==> src/logic/ebc_pkg.sv <==
package ebc_pkg;
  // Contract
  // - drive address and transfer size to start
  // - three clocks minimum, waits until acknowledge
  // - bus monitor errors after timeout, max 64
  // - error plus halt acts as error alone
  // - word reads fetch two bytes, byte one (through an 8-bit port the code runs one cycle and fetches only the high byte)
  // - word writes send two bytes, byte one (via an 8-bit port the code runs one cycle; only the upper-lane byte arrives)
  // - lanes chosen by size, address, port
  // - fast termination completes in two clocks
  // - acknowledge option 1110 selects fast termination
  // - fast writes keep data strobe negated
  // - function code valid only with address strobe
  // - cpu space type on address 19..16
  // - long through 16-bit port: high word first
  // - read data latched one clock after acknowledge

  // --------------------------------------------------------------
  // transfer size encodings
  // --------------------------------------------------------------
  localparam logic [1:0] EBC_SIZE_LONG = 2'h0;
  localparam logic [1:0] EBC_SIZE_BYTE = 2'h1;
  localparam logic [1:0] EBC_SIZE_WORD = 2'h2;
  localparam logic [1:0] EBC_SIZE_THREE = 2'h3;

  // size acknowledge (active low): port width codes
  localparam logic [1:0] EBC_ACK_PORT8 = 2'h2;
  localparam logic [1:0] EBC_ACK_PORT16 = 2'h1;
  localparam logic [1:0] EBC_ACK_NONE = 2'h3;

  // acknowledge option code for fast termination
  localparam logic [3:0] EBC_ACK_OPT_FAST = 4'hE;

  // function codes and cpu-space cycle types
  localparam logic [2:0] EBC_FC_CPU_SPACE = 3'h7;
  localparam logic [3:0] EBC_CPU_TYPE_BKPT = 4'h0;
  localparam logic [3:0] EBC_CPU_TYPE_LPSTOP = 4'h3;
  localparam logic [3:0] EBC_CPU_TYPE_IACK = 4'hF;
  localparam int EBC_CPU_TYPE_LSB = 16;

  // --------------------------------------------------------------
  // timing
  // --------------------------------------------------------------
  localparam int EBC_MIN_REGULAR_CLOCKS = 3;
  localparam int EBC_FAST_CLOCKS = 2;
  localparam int EBC_MONITOR_MAX_CLOCKS = 64;
  // clocks a pin needs to cross its two-flop synchroniser
  localparam int EBC_SYNC_CLOCKS = 2;
  // monitor timeout field: 0..3 selects 64, 32, 16, 8 clocks
  localparam logic [1:0] EBC_MONITOR_FIELD_RESET = 2'h0;

  // bus sequencer states
  typedef enum logic [2:0] {
    EBC_IDLE = 3'b000,
    EBC_ADDR = 3'b001,
    EBC_WAIT = 3'b010,
    EBC_LATCH = 3'b011,
    EBC_END = 3'b100
  } ebc_state_t;
endpackage

==> src/logic/ebc_bus_ctrl.sv <==
// ----------------------------------------------------------------
// external bus cycle controller
// ----------------------------------------------------------------
module ebc_bus_ctrl (
  input wire logic clk_in,
  input wire logic rst_in,
  input wire logic ce_in,
  // internal request side
  input wire logic req_in, // one-cycle request pulse when idle
  input wire logic write_in,
  input wire logic [1:0] size_in,
  input wire logic [23:0] addr_in,
  input wire logic [2:0] fc_in,
  input wire logic [31:0] wdata_in,
  input wire logic [3:0] ack_option_in, // chip select acknowledge option
  input wire logic [1:0] monitor_timeout_field_in,
  output logic busy_out,
  output logic done_out,
  output logic bus_error_out,
  output logic [31:0] rdata_out,
  // external pins
  output logic [23:0] address_out,
  output logic [1:0] transfer_size_out,
  output logic [2:0] function_code_out,
  output logic rw_out, // high for read
  output logic address_strobe_n_out,
  output logic data_strobe_n_out,
  output logic [15:0] data_out,
  output logic data_oe_out,
  input wire logic [15:0] data_in,
  input wire logic [1:0] size_acknowledge_n_in,
  input wire logic bus_error_line_n_in,
  input wire logic halt_n_in
);
  // --------------------------------------------------------------
  // pin synchronisers
  // --------------------------------------------------------------
  logic [1:0] ack_meta_reg, ack_sync_reg; // acknowledge sync
  logic bus_error_line_meta_reg, bus_error_line_sync_reg; // bus error sync
  logic halt_meta_reg, halt_sync_reg; // halt sync (never read; halt is ignored)
  logic [15:0] data_meta_reg, data_sync_reg; // read data sync

  // two flops before any logic reads an external pin
  always_ff @(posedge clk_in) begin
    if (rst_in) begin
      ack_meta_reg <= ebc_pkg::EBC_ACK_NONE;
      ack_sync_reg <= ebc_pkg::EBC_ACK_NONE;
      bus_error_line_meta_reg <= 1'b1;
      bus_error_line_sync_reg <= 1'b1;
      halt_meta_reg <= 1'b1;
      halt_sync_reg <= 1'b1;
      data_meta_reg <= 16'h0000;
      data_sync_reg <= 16'h0000;
    end else if (ce_in) begin
      ack_meta_reg <= size_acknowledge_n_in;
      ack_sync_reg <= ack_meta_reg;
      bus_error_line_meta_reg <= bus_error_line_n_in;
      bus_error_line_sync_reg <= bus_error_line_meta_reg;
      halt_meta_reg <= halt_n_in;
      halt_sync_reg <= halt_meta_reg;
      data_meta_reg <= data_in;
      data_sync_reg <= data_meta_reg;
    end
  end

  // --------------------------------------------------------------
  // request capture and sequencing
  // --------------------------------------------------------------
  ebc_pkg::ebc_state_t state_reg;
  logic fast_reg; // fast termination selected
  logic second_reg; // second word of a long operand
  logic port8_reg; // responding port is 8 bits
  logic [6:0] mon_count_reg; // bus monitor cycle counter
  logic [6:0] mon_limit; // selected monitor period
  logic [1:0] cnt_reg; // clocks since strobes asserted
  logic ack_seen; // any acknowledge line low
  logic err_seen; // bus error (halt alone does not count)
  logic pins_valid; // synchronised pins now belong to this cycle
  logic [15:0] lane_rdata; // steered read data
  logic [15:0] lane_wdata; // steered write data
  logic [15:0] word_wdata; // write word for this cycle

  // the synchronisers lag the pins by two clocks, so in the first wait clocks
  // they still show the previous cycle; a peripheral that holds acknowledge
  // until the strobes negate would otherwise end the next word at once
  assign pins_valid = (cnt_reg >= 2'(ebc_pkg::EBC_SYNC_CLOCKS));
  // either acknowledge line low ends the wait
  assign ack_seen = pins_valid && (ack_sync_reg != ebc_pkg::EBC_ACK_NONE);
  // error with halt is treated as plain error; halt alone is ignored
  assign err_seen = pins_valid && !bus_error_line_sync_reg;
  // long operand: high word first, low word next
  // word and byte operands always travel in the low half of the request word
  assign word_wdata = (transfer_size_out == ebc_pkg::EBC_SIZE_LONG && !second_reg)
      ? wdata_in[31:16] : wdata_in[15:0];

  // period from the timeout field; longest is 64 clocks
  // a shift keeps the four periods exact powers of two
  always_comb begin
    mon_limit = 7'(ebc_pkg::EBC_MONITOR_MAX_CLOCKS >> monitor_timeout_field_in);
  end

  ebc_lane_mux lane_mux (
    .size_in(transfer_size_out),
    .low_address_bit_in(address_out[0]),
    .port8_in(port8_reg),
    .wdata_in(word_wdata),
    .bus_in(data_sync_reg),
    .bus_out(lane_wdata),
    .rdata_out(lane_rdata)
  );

  // --------------------------------------------------------------
  // main bus sequencer
  // --------------------------------------------------------------
  // one state per phase of the cycle; a long operand loops back to the
  // address phase once for its low word
  always_ff @(posedge clk_in) begin
    if (rst_in) begin
      state_reg <= ebc_pkg::EBC_IDLE;
      fast_reg <= 1'b0;
      second_reg <= 1'b0;
      port8_reg <= 1'b0;
      cnt_reg <= 2'h0;
      mon_count_reg <= 7'h00;
      address_out <= 24'h000000;
      transfer_size_out <= 2'h0;
      function_code_out <= 3'h0;
      rw_out <= 1'b1;
      address_strobe_n_out <= 1'b1;
      data_strobe_n_out <= 1'b1;
      data_out <= 16'h0000;
      data_oe_out <= 1'b0;
      busy_out <= 1'b0;
      done_out <= 1'b0;
      bus_error_out <= 1'b0;
      rdata_out <= 32'h00000000;
    end else if (ce_in) begin
      done_out <= 1'b0;
      case (state_reg)
        ebc_pkg::EBC_IDLE: begin
          bus_error_out <= 1'b0;
          // request is only looked at here, so a pulse while busy is dropped
          if (req_in) begin
            // present address and size first
            address_out <= addr_in;
            transfer_size_out <= size_in;
            rw_out <= !write_in;
            // function code tagged; cpu-space type sits in addr 19..16
            function_code_out <= fc_in;
            fast_reg <= (ack_option_in == ebc_pkg::EBC_ACK_OPT_FAST);
            second_reg <= 1'b0;
            port8_reg <= 1'b0;
            busy_out <= 1'b1;
            state_reg <= ebc_pkg::EBC_ADDR;
          end
        end
        ebc_pkg::EBC_ADDR: begin
          // strobes assert; fc only valid from here
          address_strobe_n_out <= 1'b0;
          // fast writes do not assert data strobe
          data_strobe_n_out <= fast_reg && !rw_out;
          data_oe_out <= !rw_out;
          data_out <= lane_wdata;
          cnt_reg <= 2'h0;
          mon_count_reg <= 7'h00;
          state_reg <= ebc_pkg::EBC_WAIT;
        end
        ebc_pkg::EBC_WAIT: begin
          mon_count_reg <= mon_count_reg + 7'h01;
          if (cnt_reg != 2'h3) begin
            cnt_reg <= cnt_reg + 2'h1;
          end
          if (fast_reg) begin
            // internal acknowledge two clocks after the strobes, no pin sampling
            // the second clock lets read data cross the data synchroniser
            if (cnt_reg == 2'(ebc_pkg::EBC_FAST_CLOCKS - 1)) begin
              port8_reg <= 1'b0;
              state_reg <= ebc_pkg::EBC_LATCH;
            end
          end else if (err_seen || mon_count_reg >= mon_limit) begin
            // monitor cannot be disabled
            bus_error_out <= 1'b1;
            state_reg <= ebc_pkg::EBC_END;
          end else if (ack_seen) begin
            // record port width from the acknowledge code
            port8_reg <= (ack_sync_reg == ebc_pkg::EBC_ACK_PORT8);
            state_reg <= ebc_pkg::EBC_LATCH;
          end
        end
        ebc_pkg::EBC_LATCH: begin
          // data taken one clock after the acknowledge
          if (rw_out) begin
            if (transfer_size_out == ebc_pkg::EBC_SIZE_LONG && !second_reg) begin
              rdata_out[31:16] <= lane_rdata;
            end else begin
              rdata_out[15:0] <= lane_rdata;
            end
          end
          state_reg <= ebc_pkg::EBC_END;
        end
        default: begin
          // negate strobes to close the cycle
          address_strobe_n_out <= 1'b1;
          data_strobe_n_out <= 1'b1;
          data_oe_out <= 1'b0;
          // a bus error aborts a long operand: its low word is never moved
          if (!bus_error_out && transfer_size_out == ebc_pkg::EBC_SIZE_LONG
              && !second_reg) begin
            // second word of a long operand at address + 2
            second_reg <= 1'b1;
            transfer_size_out <= ebc_pkg::EBC_SIZE_WORD;
            address_out <= address_out + 24'h000002;
            state_reg <= ebc_pkg::EBC_ADDR;
          end else begin
            busy_out <= 1'b0;
            done_out <= 1'b1;
            state_reg <= ebc_pkg::EBC_IDLE;
          end
        end
      endcase
    end
  end
endmodule

==> src/logic/ebc_lane_mux.sv <==
// ----------------------------------------------------------------
// byte lane steering for one bus cycle
// ----------------------------------------------------------------
module ebc_lane_mux (
  input wire logic [1:0] size_in,
  input wire logic low_address_bit_in,
  input wire logic port8_in,
  input wire logic [15:0] wdata_in,
  input wire logic [15:0] bus_in,
  output logic [15:0] bus_out,
  output logic [15:0] rdata_out
);
  // lane choice depends on operand size, address and port width
  always_comb begin
    bus_out = wdata_in;
    rdata_out = bus_in;
    if (size_in == ebc_pkg::EBC_SIZE_BYTE) begin
      // single byte: duplicate onto both lanes on writes
      bus_out = {wdata_in[7:0], wdata_in[7:0]};
      if (port8_in || !low_address_bit_in) begin
        rdata_out = {8'h00, bus_in[15:8]};
      end else begin
        rdata_out = {8'h00, bus_in[7:0]};
      end
    end else if (port8_in) begin
      // 8-bit port: only upper lane valid, high byte only
      bus_out = {wdata_in[15:8], wdata_in[15:8]};
      rdata_out = {8'h00, bus_in[15:8]};
    end
  end
endmodule

==> config.mk <==
export PLATFORM = sky130hd
export DESIGN_NAME = ebc_bus_ctrl
export DESIGN_NICKNAME = d
export VERILOG_FILES = /design/src/logic/ebc_pkg.sv /design/src/logic/ebc_bus_ctrl.sv /design/src/logic/ebc_lane_mux.sv
export SDC_FILE = /design/constraint.sdc
export NUM_CORES = 1
export LEC_CHECK = 0
export BUFFER_PORTS_ARGS = -buffer_cell sky130_fd_sc_hd__buf_2
export CORE_MARGIN = 2
export CORE_UTILIZATION = 48
export CTS_CLUSTER_DIAMETER = 200
export DETAILED_ROUTE_END_ITERATION = 16
export PLACE_DENSITY = 0.81
export RECOVER_POWER = 50
export SETUP_SLACK_MARGIN = 0.15
export SYNTH_ARGS = -nofsm -noshare
export SYNTH_HDL_FRONTEND = slang
export SYNTH_HIERARCHICAL = 1
export SYNTH_SLANG_ARGS = --single-unit
==> constraint.sdc <==
create_clock -name clk_in -period 1.5 [get_ports clk_in]
set_input_delay 0.225 -clock clk_in [delete_from_list [all_inputs] [get_ports clk_in]]
set_output_delay 0.225 -clock clk_in [all_outputs]
set_load 0.05 [all_outputs]
==> summary.txt <==
Run status
  • Outcome: finished with violations
  • Failing checks: negative setup slack

Route
  • Antenna Nets Post-Route: 0
  • First drt pass iteration count: 8
  • Detailed Route Iter0 Violations: 920
  • Via count: 8255
  • Via density: 6.43
  • WL per Instance: 23.5 microns
  • Final WL: 30200 microns
  • DRC: 0

Clocking
  • Reg clk slew, reported paths: 0.06 ns
  • Clock Latency Late Sink: 0.43 ns
  • CTS tree: done
  • CTS Sinks: 137
  • CTS root buf: clkbuf_16
  • Clock Path Buffers: 2
  • CTS HTree Levels: 4
  • TritonCTS buffer count: 17
  • Cts hold-fix bufs: 0

Placed design
  • Final Wtd Congestion: 0.909
  • Setup WS pre-CTS: -0.261 ns
  • Post-DP HPWL: 13700 microns
  • Number of port buffers: 174

Global routing
  • Initial antenna violation count: 1
  • First-pass GRT wire length: 36500 microns
  • GRT overflow: 0
  • Met1 usage: 36.7%
  • Global-route usage over all layers: 31.2%
  • M3 GR Usage: 7.71%
  • Largest net degree at the start of global routing: 49
  • Met2 GRT Util: 51.3%
  • Busiest grt layer: met2
  • Vias in the first global route: 7098

Worst setup path
  • Worst r2r src: state_reg[2]$_SDFFE_PP0P_
  • Cell Chain, Critical Path: buf_6 > or3b_4 > o311a_4 > o41a_1 > o22ai_1
  • Capture point of the worst reg-to-reg path: state_reg[1]$_SDFFE_PP0P_
  • Critical Path Fanout Max: 7
  • Required @ worst endpoint: 1.82 ns
  • CP Class: reg2reg
  • Critical Path Sink Type: flop
  • FF-to-FF setup slack: -0.31 ns
  • WP data arrival: 2.13 ns
  • Slowest library cell on the worst path: dfxtp_4
  • CP Launch Type: flop
  • Reg2Reg Depth: 5
  • Largest stage delay on the critical path: 0.39 ns

Layout
  • Syn-to-layout area delta: 64.0%
  • Nets: 1193
  • Number of flip-flops under the largest register name: 32
  • Layout cells sized above 1: 56.3%
  • Biggest register: rdata_out
  • Filler Cell Count: 700
  • Final core occ: 79.9%
  • Leading registers by flop count: rdata_out x32, address_out x24

Power and ir drop
  • Leak: 0.00488 uW
  • PwrDens: 1060 mW/mm^2
  • Post-layout power: 11700 uW
  • VDD IR-drop max: 0.000784 V

Timing
  • Clock Skews: 0.00801 ns
  • RSZ-0062 raised after global routing: yes
  • Fin. Hold Viols: 0
  • Final period utilization: 121%
  • Final worst setup slack: -0.314 ns
  • Setup TNS: -13.68 ns
  • Final setup fails: 126
  • Fin crit period: 1.81 ns
  • Slew headroom: 52.4%
  • Final slew viol count: 0
  • Max Clk Rate: 551 MHz
  • Tightest Pin Transition: 0.714 ns

Synthesis
  • Yosys top cell by area: dfxtp_1
  • Ys async rst share: 0%
  • Mapped Avg Cell Area: 8.17 sq um
  • Synthesized area: 0.00672 sq mm
  • Number of synthesized register bits: 137
  • Top_reg_cell synth: dfxtp_1
  • Mapped Nets: 924
  • Top cells by area, synth: dfxtp_1, nand2_1, mux2i_1, a21oi_1, mux2_2
  • Syn Inst Count: 822
  • Sequential area share after synthesis: 40.8%
  • Yosys warning total: 6
  • Netlist cell types: 64
  • Share of the synthesized area in the top cell type: 40.8%
  • Post-synth EDFFs: 0

Floorplanning
  • Die width: 122 microns
  • FP Rows: 43
  • Die area: 0.0150 sq mm
  • I/O pin count: 176
  • Die height: 122 microns
  • Initial Util: 48.8%
  • Core Box Area: 0.0138 sq mm

Worst hold path
  • Critical hold path startpoint: write_in
  • WHS Path Cells: 2
  • Hold Path Class: in2reg
  • Hold Crit Endpoint: rw_out$_SDFFE_PP1P_

Flow run
  • Maxcap violations: 0
power by group:
group	internal (uW)	switching [uW]	total (uW)
clock network	2570	1710	4280
registers	3810	204	4020
logic	1460	1920	3370
worst max-delay path: cells and delay by family (launching register included):
kind | cells | cell delay (ns)
flops | 1 | 0.39
simple gates | 1 | 0.38
compound gates | 3 | 0.79
buf+inv | 1 | 0.14
metal layers:
layer  wire length (microns)  vias to the layer above
met3                    2920                      244
met4                    2260                        0
met5                       0                        -
met2                   14300                      706
met1                   10700                     3888
li1                        -                     3417
layout by cell type (no fill, tap or decap), types with 37 or more instances in the layout:
master	count
buf_2	118
nand2_1	116
dfxtp_1	104
buf_4	88
nor2_1	48
nand2_4	44
buf_6	43
mux2i_1	41
a21oi_2	39
a21oi_1	37
nand2_2	37
worst max-delay path by stage:
stage	from	to	slack (ns)	depth (start not counted)
final	state_reg[2]$_SDFFE_PP0P_	state_reg[1]$_SDFFE_PP0P_	-0.31	5
after global routing	state_reg[2]$_SDFFE_PP0P_	state_reg[1]$_SDFFE_PP0P_	-0.34	6
after CTS	state_reg[0]$_SDFFE_PP0P_	address_out[23]$_SDFFE_PP0P_	-0.14	4
after detailed placement	monitor_timeout_field_in[1]	state_reg[2]$_SDFFE_PP0P_	-0.26	7
after global placement	monitor_timeout_field_in[1]	state_reg[2]$_SDFFE_PP0P_	-0.23	7
after floorplan	transfer_size_out[0]$_SDFFE_PP0P_	data_out[13]$_SDFFE_PP0P_	-0.12	8
cell usage after synthesis, types with 3 or more instances:
cell       number
nand2_1       197
dfxtp_1       137
a21oi_1        77
nor2_1         59
mux2i_1        41
clkbuf_1       32
mux2_2         25
o21ai_0        22
buf_2          18
and2_1         16
nand3_1        15
inv_1          11
ha_1           10
a211oi_1        9
nand4_1         9
nor3_1          8
o22ai_1         8
and4_1          7
nor2b_1         7
and3_1          6
nand2b_1        6
buf_1           5
nor3b_1         5
nor4_1          5
o211ai_1        5
or3_1           5
xnor2_1         5
a2111oi_2       4
a2bb2oi_1       4
a311oi_1        4
a31o_2          4
or4_1           4
a22o_1          3
a31oi_1         3
buf_6           3
nor4b_1         3
o32ai_1         3
or2_2           3
through the flow:
stage / hold slack [ns] / area, sq um / std cells
3_5_place_dp: 0.444 / 8650 / 1212
6_report: 0.0143 / 11000 / 1284
3_3_place_gp: 0.438 / 8650 / 1212
5_1_grt: 0.0239 / 11000 / 1284
2_1_floorplan: 0.350 / 7140 / 822
4_1_cts: 0.00276 / 9950 / 1265
cells by family after synthesis:
logic type	count (synthesis)	synth area share, %
AND/OR/NAND/NOR	365	25.3
AO/OA/AOI/OAI	169	16.4
flip-flops	137	40.8
buffers and inverters	70	4.64
multiplexers	66	10.3
adder cells (fa/ha/maj)	10	1.86
XOR/XNOR	5	0.652
layout make-up:
class | count | area [sq um] | area share [%]
Multi-Input combinational cell | 615 | 4880 | 44.4
Tap cell | 180 | 225 | 2.05
Timing Repair Buffer | 309 | 2430 | 22.1
Clock buffer | 21 | 470 | 4.27
Sequential cell | 137 | 2830 | 25.7
Antenna cell | 1 | 2.50 | 0.0227
Inverter | 11 | 41.3 | 0.375
Clock inverter | 10 | 119 | 1.08
timing repair:
action | CTS | global route
pin swaps | 44 | 94
gates cloned | 3 | 4
gates resized for setup | 144 | 219
endpoints found under the setup margin | 118 | 108
buffers inserted | 19 | 14
Note: power is estimated with default switching activity, not from simulation.
